**src/shared/sad_pkg.sv**
```systemverilog
package sad_pkg;

  // ----------------------------------------------------------------
  // address map constants
  // ----------------------------------------------------------------
  localparam logic [31:0] SAD_FLASH_BASE = 32'h0000_0000;
  localparam logic [31:0] SAD_FLASH_END = 32'h0000_FFFF;
  localparam logic [31:0] SAD_SRAM_BASE = 32'h2000_0000;
  localparam logic [31:0] SAD_SRAM_END = 32'h2000_1FFF;
  localparam logic [31:0] SAD_SRAM_ALIAS_BASE = 32'h2200_0000;
  localparam logic [31:0] SAD_SRAM_ALIAS_END = 32'h2203_FFFF;
  localparam logic [31:0] SAD_PERIPH_BASE = 32'h4000_0000;
  localparam logic [31:0] SAD_PERIPH_END = 32'h400F_FFFF;
  localparam logic [31:0] SAD_PERIPH_EXEC_NEVER_END = 32'h5FFF_FFFF;
  localparam logic [31:0] SAD_PERIPH_ALIAS_BASE = 32'h4200_0000;
  localparam logic [31:0] SAD_PERIPH_ALIAS_END = 32'h43FF_FFFF;
  localparam logic [31:0] SAD_WDOG_BASE = 32'h4000_0000;
  localparam logic [31:0] SAD_PORT0_BASE = 32'h4000_4000;
  localparam logic [31:0] SAD_FLASHCTL_BASE = 32'h400F_D000;
  localparam logic [31:0] SAD_SYSCTL_BASE = 32'h400F_E000;
  localparam logic [31:0] SAD_TRACE_MACRO_BASE = 32'hE000_0000;
  localparam logic [31:0] SAD_CORE_PERIPH_BASE = 32'hE000_E000;
  localparam logic [31:0] SAD_TRACE_PORT_BASE = 32'hE004_0000;

  // ----------------------------------------------------------------
  // slot geometry
  // ----------------------------------------------------------------
  localparam int SAD_SLOT_BITS = 12;   // 4 KB slot
  localparam int SAD_PORT_COUNT = 4;
  localparam int SAD_DEBUG_SLOT_COUNT = 3;
  localparam logic [31:0] SAD_SLOT_SIZE = 32'h0000_1000;

  // ----------------------------------------------------------------
  // transfer sizes
  // ----------------------------------------------------------------
  typedef enum logic [1:0] {
    SAD_SIZE_BYTE = 2'h0,
    SAD_SIZE_HALF = 2'h1,
    SAD_SIZE_WORD = 2'h2,
    SAD_SIZE_BAD = 2'h3
  } sad_size_e;

  // ----------------------------------------------------------------
  // targets
  // ----------------------------------------------------------------
  typedef enum logic [3:0] {
    SAD_TGT_NONE = 4'h0,
    SAD_TGT_FLASH = 4'h1,
    SAD_TGT_SRAM = 4'h2,
    SAD_TGT_WDOG = 4'h3,
    SAD_TGT_PORT = 4'h4,
    SAD_TGT_FLASHCTL = 4'h5,
    SAD_TGT_SYSCTL = 4'h6,
    SAD_TGT_TRACE_MACRO = 4'h7,
    SAD_TGT_WATCHPOINT = 4'h8,
    SAD_TGT_PATCH_BKPT = 4'h9,
    SAD_TGT_CORE_PERIPH = 4'hA,
    SAD_TGT_TRACE_PORT = 4'hB
  } sad_target_e;

  // alias read-modify-write sequencer; gray along idle->read->write
  typedef enum logic [1:0] {
    SAD_ST_IDLE = 2'h0,
    SAD_ST_READ = 2'h1,
    SAD_ST_WRITE = 2'h3
  } sad_state_e;

  // ----------------------------------------------------------------
  // carriers
  // ----------------------------------------------------------------
  typedef struct packed {
    logic valid;
    logic write;
    logic fetch;
    sad_size_e size;
    logic [31:0] addr;
    logic [31:0] wdata;
  } sad_req_s;

  typedef struct packed {
    logic valid;
    logic write;
    sad_target_e target;
    logic [1:0] port_index;
    logic [11:0] offset;
    logic [31:0] addr;
    logic [3:0] byte_en;
    logic [31:0] wdata;
  } sad_tgt_req_s;

  localparam logic [3:0] SAD_BE_NONE = 4'h0;
  localparam logic [3:0] SAD_BE_BYTE = 4'h1;
  localparam logic [3:0] SAD_BE_HALF = 4'h3;
  localparam logic [3:0] SAD_BE_WORD = 4'hF;

endpackage

```
**src/logic/sad_decoder.sv**
```systemverilog
`timescale 1ns/1ps
module sad_decoder
  import sad_pkg::*;
(
  // clock and reset
  input wire logic i_clock,
  input wire logic i_rst,
  // master request side
  input wire sad_req_s i_req,
  output logic o_req_ready,
  // master answer side
  output logic o_resp_valid,
  output logic o_resp_fault,
  output logic [31:0] o_resp_rdata,
  output logic o_fault_event,
  // target side
  output sad_tgt_req_s o_tgt,
  input wire logic i_tgt_ready,
  input wire logic [31:0] i_tgt_rdata
);

  // ----------------------------------------------------------------
  // decode
  // ----------------------------------------------------------------
  logic [31:0] a;               // shorthand for request address
  sad_target_e dec_target;      // target chosen for the address
  logic dec_alias;              // address hits a bit alias
  logic [31:0] alias_word;      // word address behind an alias
  logic [4:0] alias_bit;        // bit number behind an alias
  logic dec_exec_never;         // fetch from execute-never space
  logic dec_bad_size;           // unsupported transfer size
  logic dec_misalign;           // unaligned halfword or word
  logic [3:0] dec_be;           // lane enables
  logic [31:0] dec_wdata;       // write data moved onto its lanes

  assign a = i_req.addr;

  // address to target; 32-bit compare covers all of 4 GB
  always_comb begin
    dec_target = SAD_TGT_NONE;
    dec_alias = 1'b0;
    alias_word = 32'h0;
    alias_bit = 5'h0;
    if (a <= SAD_FLASH_END) begin
      dec_target = SAD_TGT_FLASH;
    end else if (a >= SAD_SRAM_BASE && a <= SAD_SRAM_END) begin
      dec_target = SAD_TGT_SRAM;
    end else if (a >= SAD_SRAM_ALIAS_BASE && a <= SAD_SRAM_ALIAS_END) begin
      // each alias word maps one bit of sram
      dec_alias = 1'b1;
      alias_word = SAD_SRAM_BASE + {14'h0, a[22:7], 2'h0};
      alias_bit = a[6:2];
      dec_target = SAD_TGT_SRAM;
    end else if (a >= SAD_PERIPH_ALIAS_BASE && a <= SAD_PERIPH_ALIAS_END) begin
      // alias of peripheral megabyte
      dec_alias = 1'b1;
      alias_word = SAD_PERIPH_BASE + {12'h0, a[24:7], 2'h0};
      alias_bit = a[6:2];
      dec_target = SAD_TGT_NONE;
    end else if (a >= SAD_WDOG_BASE && a < SAD_WDOG_BASE + SAD_SLOT_SIZE) begin
      dec_target = SAD_TGT_WDOG;
    end else if (a >= SAD_PORT0_BASE &&
                 a < SAD_PORT0_BASE + SAD_SLOT_SIZE * SAD_PORT_COUNT) begin
      dec_target = SAD_TGT_PORT;
    end else if (a >= SAD_FLASHCTL_BASE && a < SAD_FLASHCTL_BASE + SAD_SLOT_SIZE) begin
      dec_target = SAD_TGT_FLASHCTL;
    end else if (a >= SAD_SYSCTL_BASE && a < SAD_SYSCTL_BASE + SAD_SLOT_SIZE) begin
      dec_target = SAD_TGT_SYSCTL;
    end else if (a >= SAD_TRACE_MACRO_BASE &&
                 a < SAD_TRACE_MACRO_BASE + SAD_SLOT_SIZE * SAD_DEBUG_SLOT_COUNT) begin
      // three consecutive debug slots
      case (a[13:12])
        2'h0: dec_target = SAD_TGT_TRACE_MACRO;
        2'h1: dec_target = SAD_TGT_WATCHPOINT;
        default: dec_target = SAD_TGT_PATCH_BKPT;
      endcase
    end else if (a >= SAD_CORE_PERIPH_BASE && a < SAD_CORE_PERIPH_BASE + SAD_SLOT_SIZE) begin
      dec_target = SAD_TGT_CORE_PERIPH;
    end else if (a >= SAD_TRACE_PORT_BASE && a < SAD_TRACE_PORT_BASE + SAD_SLOT_SIZE) begin
      dec_target = SAD_TGT_TRACE_PORT;
    end
    // peripheral alias resolves to the peripheral slot behind it
    if (dec_alias && a >= SAD_PERIPH_ALIAS_BASE) begin
      if (alias_word < SAD_WDOG_BASE + SAD_SLOT_SIZE) begin
        dec_target = SAD_TGT_WDOG;
      end else if (alias_word >= SAD_PORT0_BASE &&
                   alias_word < SAD_PORT0_BASE + SAD_SLOT_SIZE * SAD_PORT_COUNT) begin
        dec_target = SAD_TGT_PORT;
      end else if (alias_word >= SAD_FLASHCTL_BASE && alias_word < SAD_SYSCTL_BASE) begin
        dec_target = SAD_TGT_FLASHCTL;
      end else if (alias_word >= SAD_SYSCTL_BASE && alias_word < SAD_SYSCTL_BASE + SAD_SLOT_SIZE) begin
        dec_target = SAD_TGT_SYSCTL;
      end else begin
        dec_target = SAD_TGT_NONE;
      end
    end
  end

  // fetch from peripheral space faults
  assign dec_exec_never = i_req.fetch && a >= SAD_PERIPH_BASE && a <= SAD_PERIPH_EXEC_NEVER_END;
  // only three sizes are legal
  assign dec_bad_size = (i_req.size == SAD_SIZE_BAD);
  assign dec_misalign = (i_req.size == SAD_SIZE_HALF && a[0]) ||
                        (i_req.size == SAD_SIZE_WORD && a[1:0] != 2'h0);

  // little-endian lanes: lowest byte address on lane 0
  always_comb begin
    case (i_req.size)
      SAD_SIZE_BYTE: dec_be = SAD_BE_BYTE << a[1:0];
      SAD_SIZE_HALF: dec_be = SAD_BE_HALF << {a[1], 1'b0};
      SAD_SIZE_WORD: dec_be = SAD_BE_WORD;
      default: dec_be = SAD_BE_NONE;
    endcase
    dec_wdata = i_req.wdata << {a[1:0], 3'h0};
  end

  // ----------------------------------------------------------------
  // sequencer
  // ----------------------------------------------------------------
  sad_state_e state;            // alias sequencer state
  logic [31:0] hold_word;       // alias word address
  logic [4:0] hold_bit;         // alias bit number
  logic hold_val;               // bit value to write
  logic hold_write;             // alias access is a write
  sad_target_e hold_target;     // alias target
  logic [31:0] hold_rdata;      // word read in the first alias step
  logic dec_fault;              // request must fault
  logic take;                   // request accepted this cycle

  assign dec_fault = (dec_target == SAD_TGT_NONE) || dec_exec_never || dec_bad_size || dec_misalign;
  // ready only while idle; alias sequence locks the bus
  assign o_req_ready = (state == SAD_ST_IDLE) && (dec_fault || dec_alias || i_tgt_ready);
  assign take = i_req.valid && o_req_ready;

  // alias state walks read then, for a write, write without releasing target
  always_ff @(posedge i_clock) begin
    if (i_rst) begin
      state <= SAD_ST_IDLE;
    end else begin
      case (state)
        SAD_ST_IDLE: if (take && dec_alias && !dec_fault) state <= SAD_ST_READ;
        SAD_ST_READ: if (i_tgt_ready) state <= hold_write ? SAD_ST_WRITE : SAD_ST_IDLE;
        SAD_ST_WRITE: if (i_tgt_ready) state <= SAD_ST_IDLE;
        default: state <= SAD_ST_IDLE;
      endcase
    end
  end

  // capture alias details
  always_ff @(posedge i_clock) begin
    if (i_rst) begin
      hold_word <= 32'h0;
      hold_bit <= 5'h0;
      hold_val <= 1'b0;
      hold_write <= 1'b0;
      hold_target <= SAD_TGT_NONE;
    end else if (take && dec_alias) begin
      hold_word <= alias_word;
      hold_bit <= alias_bit;
      hold_val <= i_req.wdata[0];
      hold_write <= i_req.write;
      hold_target <= dec_target;
    end
  end

  // keep the read word so write data stands still while the target waits
  always_ff @(posedge i_clock) begin
    if (i_rst) begin
      hold_rdata <= 32'h0;
    end else if (state == SAD_ST_READ && i_tgt_ready) begin
      hold_rdata <= i_tgt_rdata;
    end
  end

  // ----------------------------------------------------------------
  // target drive
  // ----------------------------------------------------------------
  logic [31:0] rmw_data;        // read word with bit replaced
  logic [31:0] t_addr;          // address to target

  always_comb begin
    rmw_data = hold_rdata;
    rmw_data[hold_bit] = hold_val;
  end

  // no target sees a faulting access
  always_comb begin
    o_tgt = '0;
    t_addr = a;
    if (state == SAD_ST_IDLE) begin
      if (i_req.valid && !dec_fault && !dec_alias) begin
        o_tgt.valid = 1'b1;
        o_tgt.write = i_req.write;
        o_tgt.target = dec_target;
        o_tgt.byte_en = dec_be;
        o_tgt.wdata = dec_wdata;
      end
    end else begin
      t_addr = hold_word;
      o_tgt.valid = 1'b1;
      o_tgt.target = hold_target;
      o_tgt.byte_en = SAD_BE_WORD;
      o_tgt.write = (state == SAD_ST_WRITE);
      o_tgt.wdata = rmw_data;
    end
    o_tgt.addr = t_addr;
    // slot index and offset split apart
    o_tgt.offset = t_addr[SAD_SLOT_BITS-1:0];
    o_tgt.port_index = t_addr[13:12];
  end

  // ----------------------------------------------------------------
  // answer
  // ----------------------------------------------------------------
  logic [31:0] read_word;       // word for the answer

  // bit alias reads return the bit in lane 0
  assign read_word = (state == SAD_ST_READ) ? {31'h0, i_tgt_rdata[hold_bit]} : i_tgt_rdata;

  // registered answer; fault answered in the next cycle
  always_ff @(posedge i_clock) begin
    if (i_rst) begin
      o_resp_valid <= 1'b0;
      o_resp_fault <= 1'b0;
      o_resp_rdata <= 32'h0;
      o_fault_event <= 1'b0;
    end else begin
      o_resp_valid <= 1'b0;
      o_resp_fault <= 1'b0;
      o_fault_event <= 1'b0;
      if (take && dec_fault) begin
        o_resp_valid <= 1'b1;
        o_resp_fault <= 1'b1;
        o_fault_event <= 1'b1;
        o_resp_rdata <= 32'h0;
      end else if (take && !dec_alias) begin
        o_resp_valid <= 1'b1;
        o_resp_rdata <= i_tgt_rdata;
      end else if (state == SAD_ST_READ && i_tgt_ready && !hold_write) begin
        o_resp_valid <= 1'b1;
        o_resp_rdata <= read_word;
      end else if (state == SAD_ST_WRITE && i_tgt_ready) begin
        o_resp_valid <= 1'b1;
      end
    end
  end

  // ----------------------------------------------------------------
  // checks
  // ----------------------------------------------------------------
  property p_fault_reply;
    @(posedge i_clock) disable iff (i_rst)
    take && dec_fault |=> o_resp_valid && o_resp_fault && o_fault_event;
  endproperty
  a_fault_reply: assert property (p_fault_reply) else $error("reserved access not faulted");

  property p_fault_quiet;
    @(posedge i_clock) disable iff (i_rst)
    state == SAD_ST_IDLE && i_req.valid && dec_fault |-> !o_tgt.valid;
  endproperty
  a_fault_quiet: assert property (p_fault_quiet) else $error("faulting access reached target");

  property p_flash;
    @(posedge i_clock) disable iff (i_rst)
    i_req.valid && a <= 32'h0000_FFFF |-> dec_target == SAD_TGT_FLASH;
  endproperty
  a_flash: assert property (p_flash) else $error("flash decode wrong");

  property p_gap;
    @(posedge i_clock) disable iff (i_rst)
    i_req.valid && a >= 32'h0001_0000 && a <= 32'h1FFF_FFFF |-> dec_fault;
  endproperty
  a_gap: assert property (p_gap) else $error("reserved code space accepted");

  property p_sram;
    @(posedge i_clock) disable iff (i_rst)
    i_req.valid && a >= 32'h2000_0000 && a <= 32'h2000_1FFF |-> dec_target == SAD_TGT_SRAM && !dec_alias;
  endproperty
  a_sram: assert property (p_sram) else $error("sram decode wrong");

  property p_alias_seq;
    @(posedge i_clock) disable iff (i_rst)
    state == SAD_ST_READ && i_tgt_ready && hold_write |=>
      state == SAD_ST_WRITE && o_tgt.write && o_tgt.addr == $past(o_tgt.addr);
  endproperty
  a_alias_seq: assert property (p_alias_seq) else $error("alias write not atomic");

  property p_rmw_stable;
    @(posedge i_clock) disable iff (i_rst)
    state == SAD_ST_WRITE && !i_tgt_ready |=> $stable(o_tgt.wdata);
  endproperty
  a_rmw_stable: assert property (p_rmw_stable) else $error("alias write data moved");

  property p_lock;
    @(posedge i_clock) disable iff (i_rst)
    state != SAD_ST_IDLE |-> !o_req_ready;
  endproperty
  a_lock: assert property (p_lock) else $error("bus released mid alias");

  property p_exec_never;
    @(posedge i_clock) disable iff (i_rst)
    i_req.valid && i_req.fetch && a[31:29] == 3'h2 |-> dec_fault;
  endproperty
  a_exec_never: assert property (p_exec_never) else $error("fetch from peripheral allowed");

  property p_lanes;
    @(posedge i_clock) disable iff (i_rst)
    i_req.valid && i_req.size == SAD_SIZE_BYTE |-> dec_be == (4'h1 << a[1:0]);
  endproperty
  a_lanes: assert property (p_lanes) else $error("byte lane wrong");

endmodule

```
**config.mk**
```make
export PLATFORM = sky130hd
export DESIGN_NAME = sad_decoder
export DESIGN_NICKNAME = d
export VERILOG_FILES = /design/src/shared/sad_pkg.sv /design/src/logic/sad_decoder.sv
export SDC_FILE = /design/constraint.sdc
export NUM_CORES = 1
export LEC_CHECK = 0
export BUFFER_PORTS_ARGS = -buffer_cell sky130_fd_sc_hd__buf_2
export CAP_MARGIN = 20
export CORE_ASPECT_RATIO = 0.8
export CORE_MARGIN = 3
export CORE_UTILIZATION = 40
export CTS_CLUSTER_SIZE = 12
export DETAILED_ROUTE_END_ITERATION = 12
export GPL_TIMING_DRIVEN = 0
export PLACE_DENSITY = 0.7
export SLEW_MARGIN = 20
export SYNTH_ARGS = -nofsm -noshare
export SYNTH_HDL_FRONTEND = slang
export SYNTH_SLANG_ARGS = --single-unit
```
**constraint.sdc**
```tcl
create_clock -name i_clock -period 4.8 [get_ports i_clock]
set_input_delay 0.72 -clock i_clock [delete_from_list [all_inputs] [get_ports i_clock]]
set_output_delay 0.72 -clock i_clock [all_outputs]
set_load 0.05 [all_outputs]
```
* Yosys cells after proc, flatten, opt, wreduce, memory -nomap -nowiden
Index checks and enable logic that the tools add are counted.
Cells by class: add/sub/neg operators 2, order comparisons 31, equal/unequal tests 9, shift-type cells 3, multiplexer cells 53, reductions and logical operators 47
Operator list (count):
- $ge A32 B31 Y1 const B | 8
- $lt A32 B31 Y1 const B | 8
- $mux W32 | 8
- $ge A32 B32 Y1 const B | 3
- $lt A32 B32 Y1 const B | 3
- $mux W36 | 2
- $ge A32 B30 Y1 const B | 2
- $le A32 B30 Y1 const B | 2
- $le A32 B31 Y1 const B | 2
- $mux W4 | 12
- $add A31 B20 Y32 const A | 1
- $bwmux W32 | 1
- $le A32 B16 Y1 const B | 1
- $shl A32 B5 Y32 | 1
- $add A30 B18 Y31 const A | 1
- $logic_and A1 B1 Y1 | 30
- $mux W5 | 4
- $mux W3 | 4
- $mux W6 | 2
- $pmux W4 S3 | 1
- $mux W1 | 11
- $mux W2 | 4
- $pmux W4 S2 | 1
- $eq A2 B1 Y1 const B | 3
- 16 further kinds | 30
Storage, ports and cells: bits in registers 111, output and inout port bits 124, logic and storage cells 155

* Depth between registers and ports, before layout
word-level depth 26, depth in mapped cells 11, depth with buffers taken out 8

* Least setup slack after synthesis
No wires, ideal clock.
path kind in2out, start in i_req[55] (netlist name), end out o_tgt[17] (netlist name), arrival 3.887 ns, path slack 0.193 ns, cell stages on the path 9, cell sequence or4_1 > or4_1 > a211oi_2 > nor4_2 > nand2_4 > o21bai_4 > or3b_4 > buf_6 > o31ai_1
RTL lines:
- start, declared | RTL line sad_decoder.sv:9 | input wire sad_req_s i_req,
- end, declared | RTL line sad_decoder.sv:17 | output sad_tgt_req_s o_tgt,

==> flow_metrics.env <==
export IMPL_cts_max_level=3
export IMPL_rsz0062_at_grt="false"
export IMPL_hp_class="flip-flop to flip-flop"
export IMPL_synthMostInstantiatedCell="nand2_1"
export IMPL_stdcell_count=1307
export IMPL_cts_inserted_buffers=9
export IMPL_grt_pass1_wl_um=37600
export IMPL_required_ns=4.08
export IMPL_syn_to_final_growth_pct=26.8
export IMPL_ys_types=66
export IMPL_fin_worst_skew_ns=0.00726
export IMPL_place_port_buffers=222
export IMPL_rrSetupSlack_ns=2.09
export IMPL_path_max_fanout=8
export IMPL_yosys_top_cells_area="dfxtp_1 32%, nand2_1 13%, a21oi_1 7.0%"
export IMPL_final_util=0.522
export IMPL_peakVddDrop_mv=0.272
export IMPL_slew_headroom=0.458
export IMPL_worst_hold_path_num_cells=2
export IMPL_cts_sinks=99
export IMPL_ys_ff_latch=99
export IMPL_max_clock_freq_mhz=217
export IMPL_hold_path_end="hold_word[15]"
export IMPL_synth_ff_type="dfxtp_1"
export IMPL_path_cells="clkbuf_1, nor3b_1, nand3_1, o32ai_1, nor4_1, nand2_4, o21bai_4, or3b_4, o31ai_1, buf_2"
export IMPL_detail_route_antenna_nets=0
export IMPL_timing_rr_end="o_resp_rdata[0]"
export IMPL_ios=228
export IMPL_async_flop_share=0
export IMPL_die_width_um=146
export IMPL_worst_setup_path_type="input pin to primary output"
export IMPL_clock_path_buffers=2
export IMPL_std_cell_rows=40
export IMPL_critPathCaptureType="primary output"
export IMPL_firstDrtPassIters=5
export IMPL_grt_remaining_overflow=0
export IMPL_ys_seq_area_frac=0.318
export IMPL_rr_worst_depth=7
export IMPL_synth_enable_flop_cells=0
export IMPL_multi_input_area_um2=3800
export IMPL_status="finished, final reports clean"
export IMPL_die_y_um=118
export IMPL_min_period_ns=4.60
export IMPL_reg2reg_from="hold_bit[0]"
export IMPL_cts_root_buffer="clkbuf_16"
export IMPL_die_area_um2=17100
export IMPL_synthCells=859
export IMPL_arrival_ns=3.88
export IMPL_synth_warnings=0
export IMPL_drt_iter0_drc=734
export IMPL_drive_gt1_frac=0.267
export IMPL_dpl_hpwl_um=19400
export IMPL_finalSetupViolations=0
export IMPL_wl_per_cell_um=18.7
export IMPL_cts_tree="yes"
export IMPL_synth_top_cell_by_area="dfxtp_1"
export IMPL_ctsHoldBuffers=0
export IMPL_maxSlewViolCount=0
export IMPL_antenna_found_initial=0
export IMPL_nFillCells=1534
export IMPL_wirelength_um=24400
export IMPL_start_util=0.412
export IMPL_synth_top_area_frac=0.318
export IMPL_drc=0
export IMPL_avgSynthCellArea_um2=7.25
export IMPL_cp_start_kind="input pin"
export IMPL_grtUsageTotal=0.274
export IMPL_placed_cells=1291
export IMPL_syn_area_um2=6230
export IMPL_cap_violations=0
export IMPL_grt_pass1_vias=6672
export IMPL_syn_nets=963
export IMPL_grt_max_degree=18
export IMPL_antenna_diode_count=0
export IMPL_max_stage_delay_ns=0.66
export IMPL_clkSlewWorstSetupHoldPaths_ns=0.07
export IMPL_gp_congestion=0.938
export IMPL_core_area_um2=15100
export IMPL_finalSetupTns_ns=0
export IMPL_seq_area_um2=1980
export IMPL_period_share=0.958
export IMPL_vias_per_cell=5.56
export IMPL_leakagePower_nw=3.34
export IMPL_worst_pin_slew_ns=0.793
export IMPL_clock_latency_ns=0.35
export IMPL_hold_viol=0
export IMPL_hp_start="hold_word[15]"
export IMPL_p_per_area_nw_per_um2=245
export IMPL_ys_top_cells_by_count="223 x nand2_1, 99 x dfxtp_1, 87 x a21oi_1"
export IMPL_cp_slowest_cell="nor3b_1"
export IMPL_vias=7270
export IMPL_num_nets_final=1196
==> state kept, by name (all words and copies together), names as in the netlist <==
| name | flops |
|---|---|
| hold_rdata | 32 |
| o_resp_rdata | 32 |
| hold_word | 20 |
| hold_bit | 5 |
| hold_target | 4 |
| state | 2 |
| hold_val | 1 |
| hold_write | 1 |
| o_fault_event | 1 |
| o_resp_valid | 1 |
==> worst max-delay path: cells and delay by family <==
family | cells | cell delay, ns
AO/OA/AOI/OAI | 3 | 0.96
buffers and inverters | 2 | 0.51
AND/OR/NAND/NOR | 5 | 1.68
==> where the power goes <==
part | total, W | switching (W) | internal, W | leakage [nW]
sequential | 0.000840 | 0.00000660 | 0.000833 | 0.802
clock | 0.000701 | 0.000330 | 0.000370 | 0.144
combinational | 0.000396 | 0.000278 | 0.000117 | 2.40
total | 0.00194 | 0.000615 | 0.00132 | 3.34
==> placed cells by master, fill, tap and decap left out, types with 4 or more instances in the layout <==
master | synthesis | routed
o22ai_1 | 12 | 12
o21ai_0 | 17 | 17
nor4_1 | 5 | 5
nand3_1 | 10 | 10
nor2_1 | 80 | 80
buf_4 | 15 | 15
buf_1 | 6 | 6
o32ai_1 | 7 | 7
mux2i_1 | 41 | 41
nand2_1 | 223 | 223
a41o_1 | 6 | 6
a21oi_1 | 87 | 87
nand3b_1 | 5 | 5
a22oi_1 | 32 | 32
clkbuf_1 | 57 | 57
nor3_1 | 16 | 16
dfxtp_1 | 99 | 99
buf_2 | 4 | 226
inv_1 | 13 | 13
a31o_2 | 4 | 4
nand2b_1 | 4 | 4
nand4_1 | 10 | 10
and2_1 | 16 | 16
mux2_2 | 7 | 7
o31ai_1 | 7 | 7
mux4_2 | 8 | 8
nor2b_1 | 9 | 9
nor3b_1 | 6 | 6
clkbuf_16 | 0 | 9
==> through the flow <==
stage,area [um^2],worst slack (ns),power [W],hold slack [ns]
after global routing,7900,0.0602,0.00201,0.472
after global placement,7600,0.0935,0.00125,0.439
final,7900,0.202,0.00194,0.455
after CTS,7890,0.179,0.00195,0.458
after detailed placement,7600,0.198,0.00125,0.448
after floorplan,6230,0.193,0.00111,0.432
==> area by class of cell <==
cell class              count  share of cell area
multi-input cells         661               0.481
plain buffers              85              0.0510
clock inverters             6             0.00570
clock buffers              10              0.0303
well taps                 210              0.0333
flip-flops and latches     99               0.251
inverters                  14             0.00666
repair buffers            222               0.141
==> repair_timing <==
action / 4_1_cts / 5_1_grt
setup endpoints to repair: 0 / 16
resized for setup: 0 / 1
buffers inserted: 0 / 0
==> worst max-delay path by stage <==
stage                     startpoint  cells past startpoint        end  slack, ns
final                      i_req[63]                     10  o_tgt[22]       0.20
after global routing       i_req[61]                     10  o_tgt[29]       0.06
after CTS                  i_req[55]                     11  o_tgt[23]       0.18
after detailed placement   i_req[55]                     11  o_tgt[23]       0.20
after global placement     i_req[55]                     11  o_tgt[23]       0.09
after floorplan            i_req[55]                      9  o_tgt[17]       0.19
==> metal layers <==
metal / track usage / part of all wire / vias up
li1: - / - / 3458
met1: 0.412 / 0.47 / 3395
met2: 0.402 / 0.42 / 387
met3: 0.0539 / 0.089 / 30
met4: 0.0682 / 0.015 / 0
met5: 0 / 0 / -
==> cells by family after synthesis <==
kind of cell    Yosys count  synth area share
compound gates          197             0.207
xor+xnor                  3           0.00422
buf+inv                  99            0.0731
flops                    99             0.318
mux                      56             0.107
simple gates            405             0.290
Note: power is estimated with default switching activity, not from simulation.
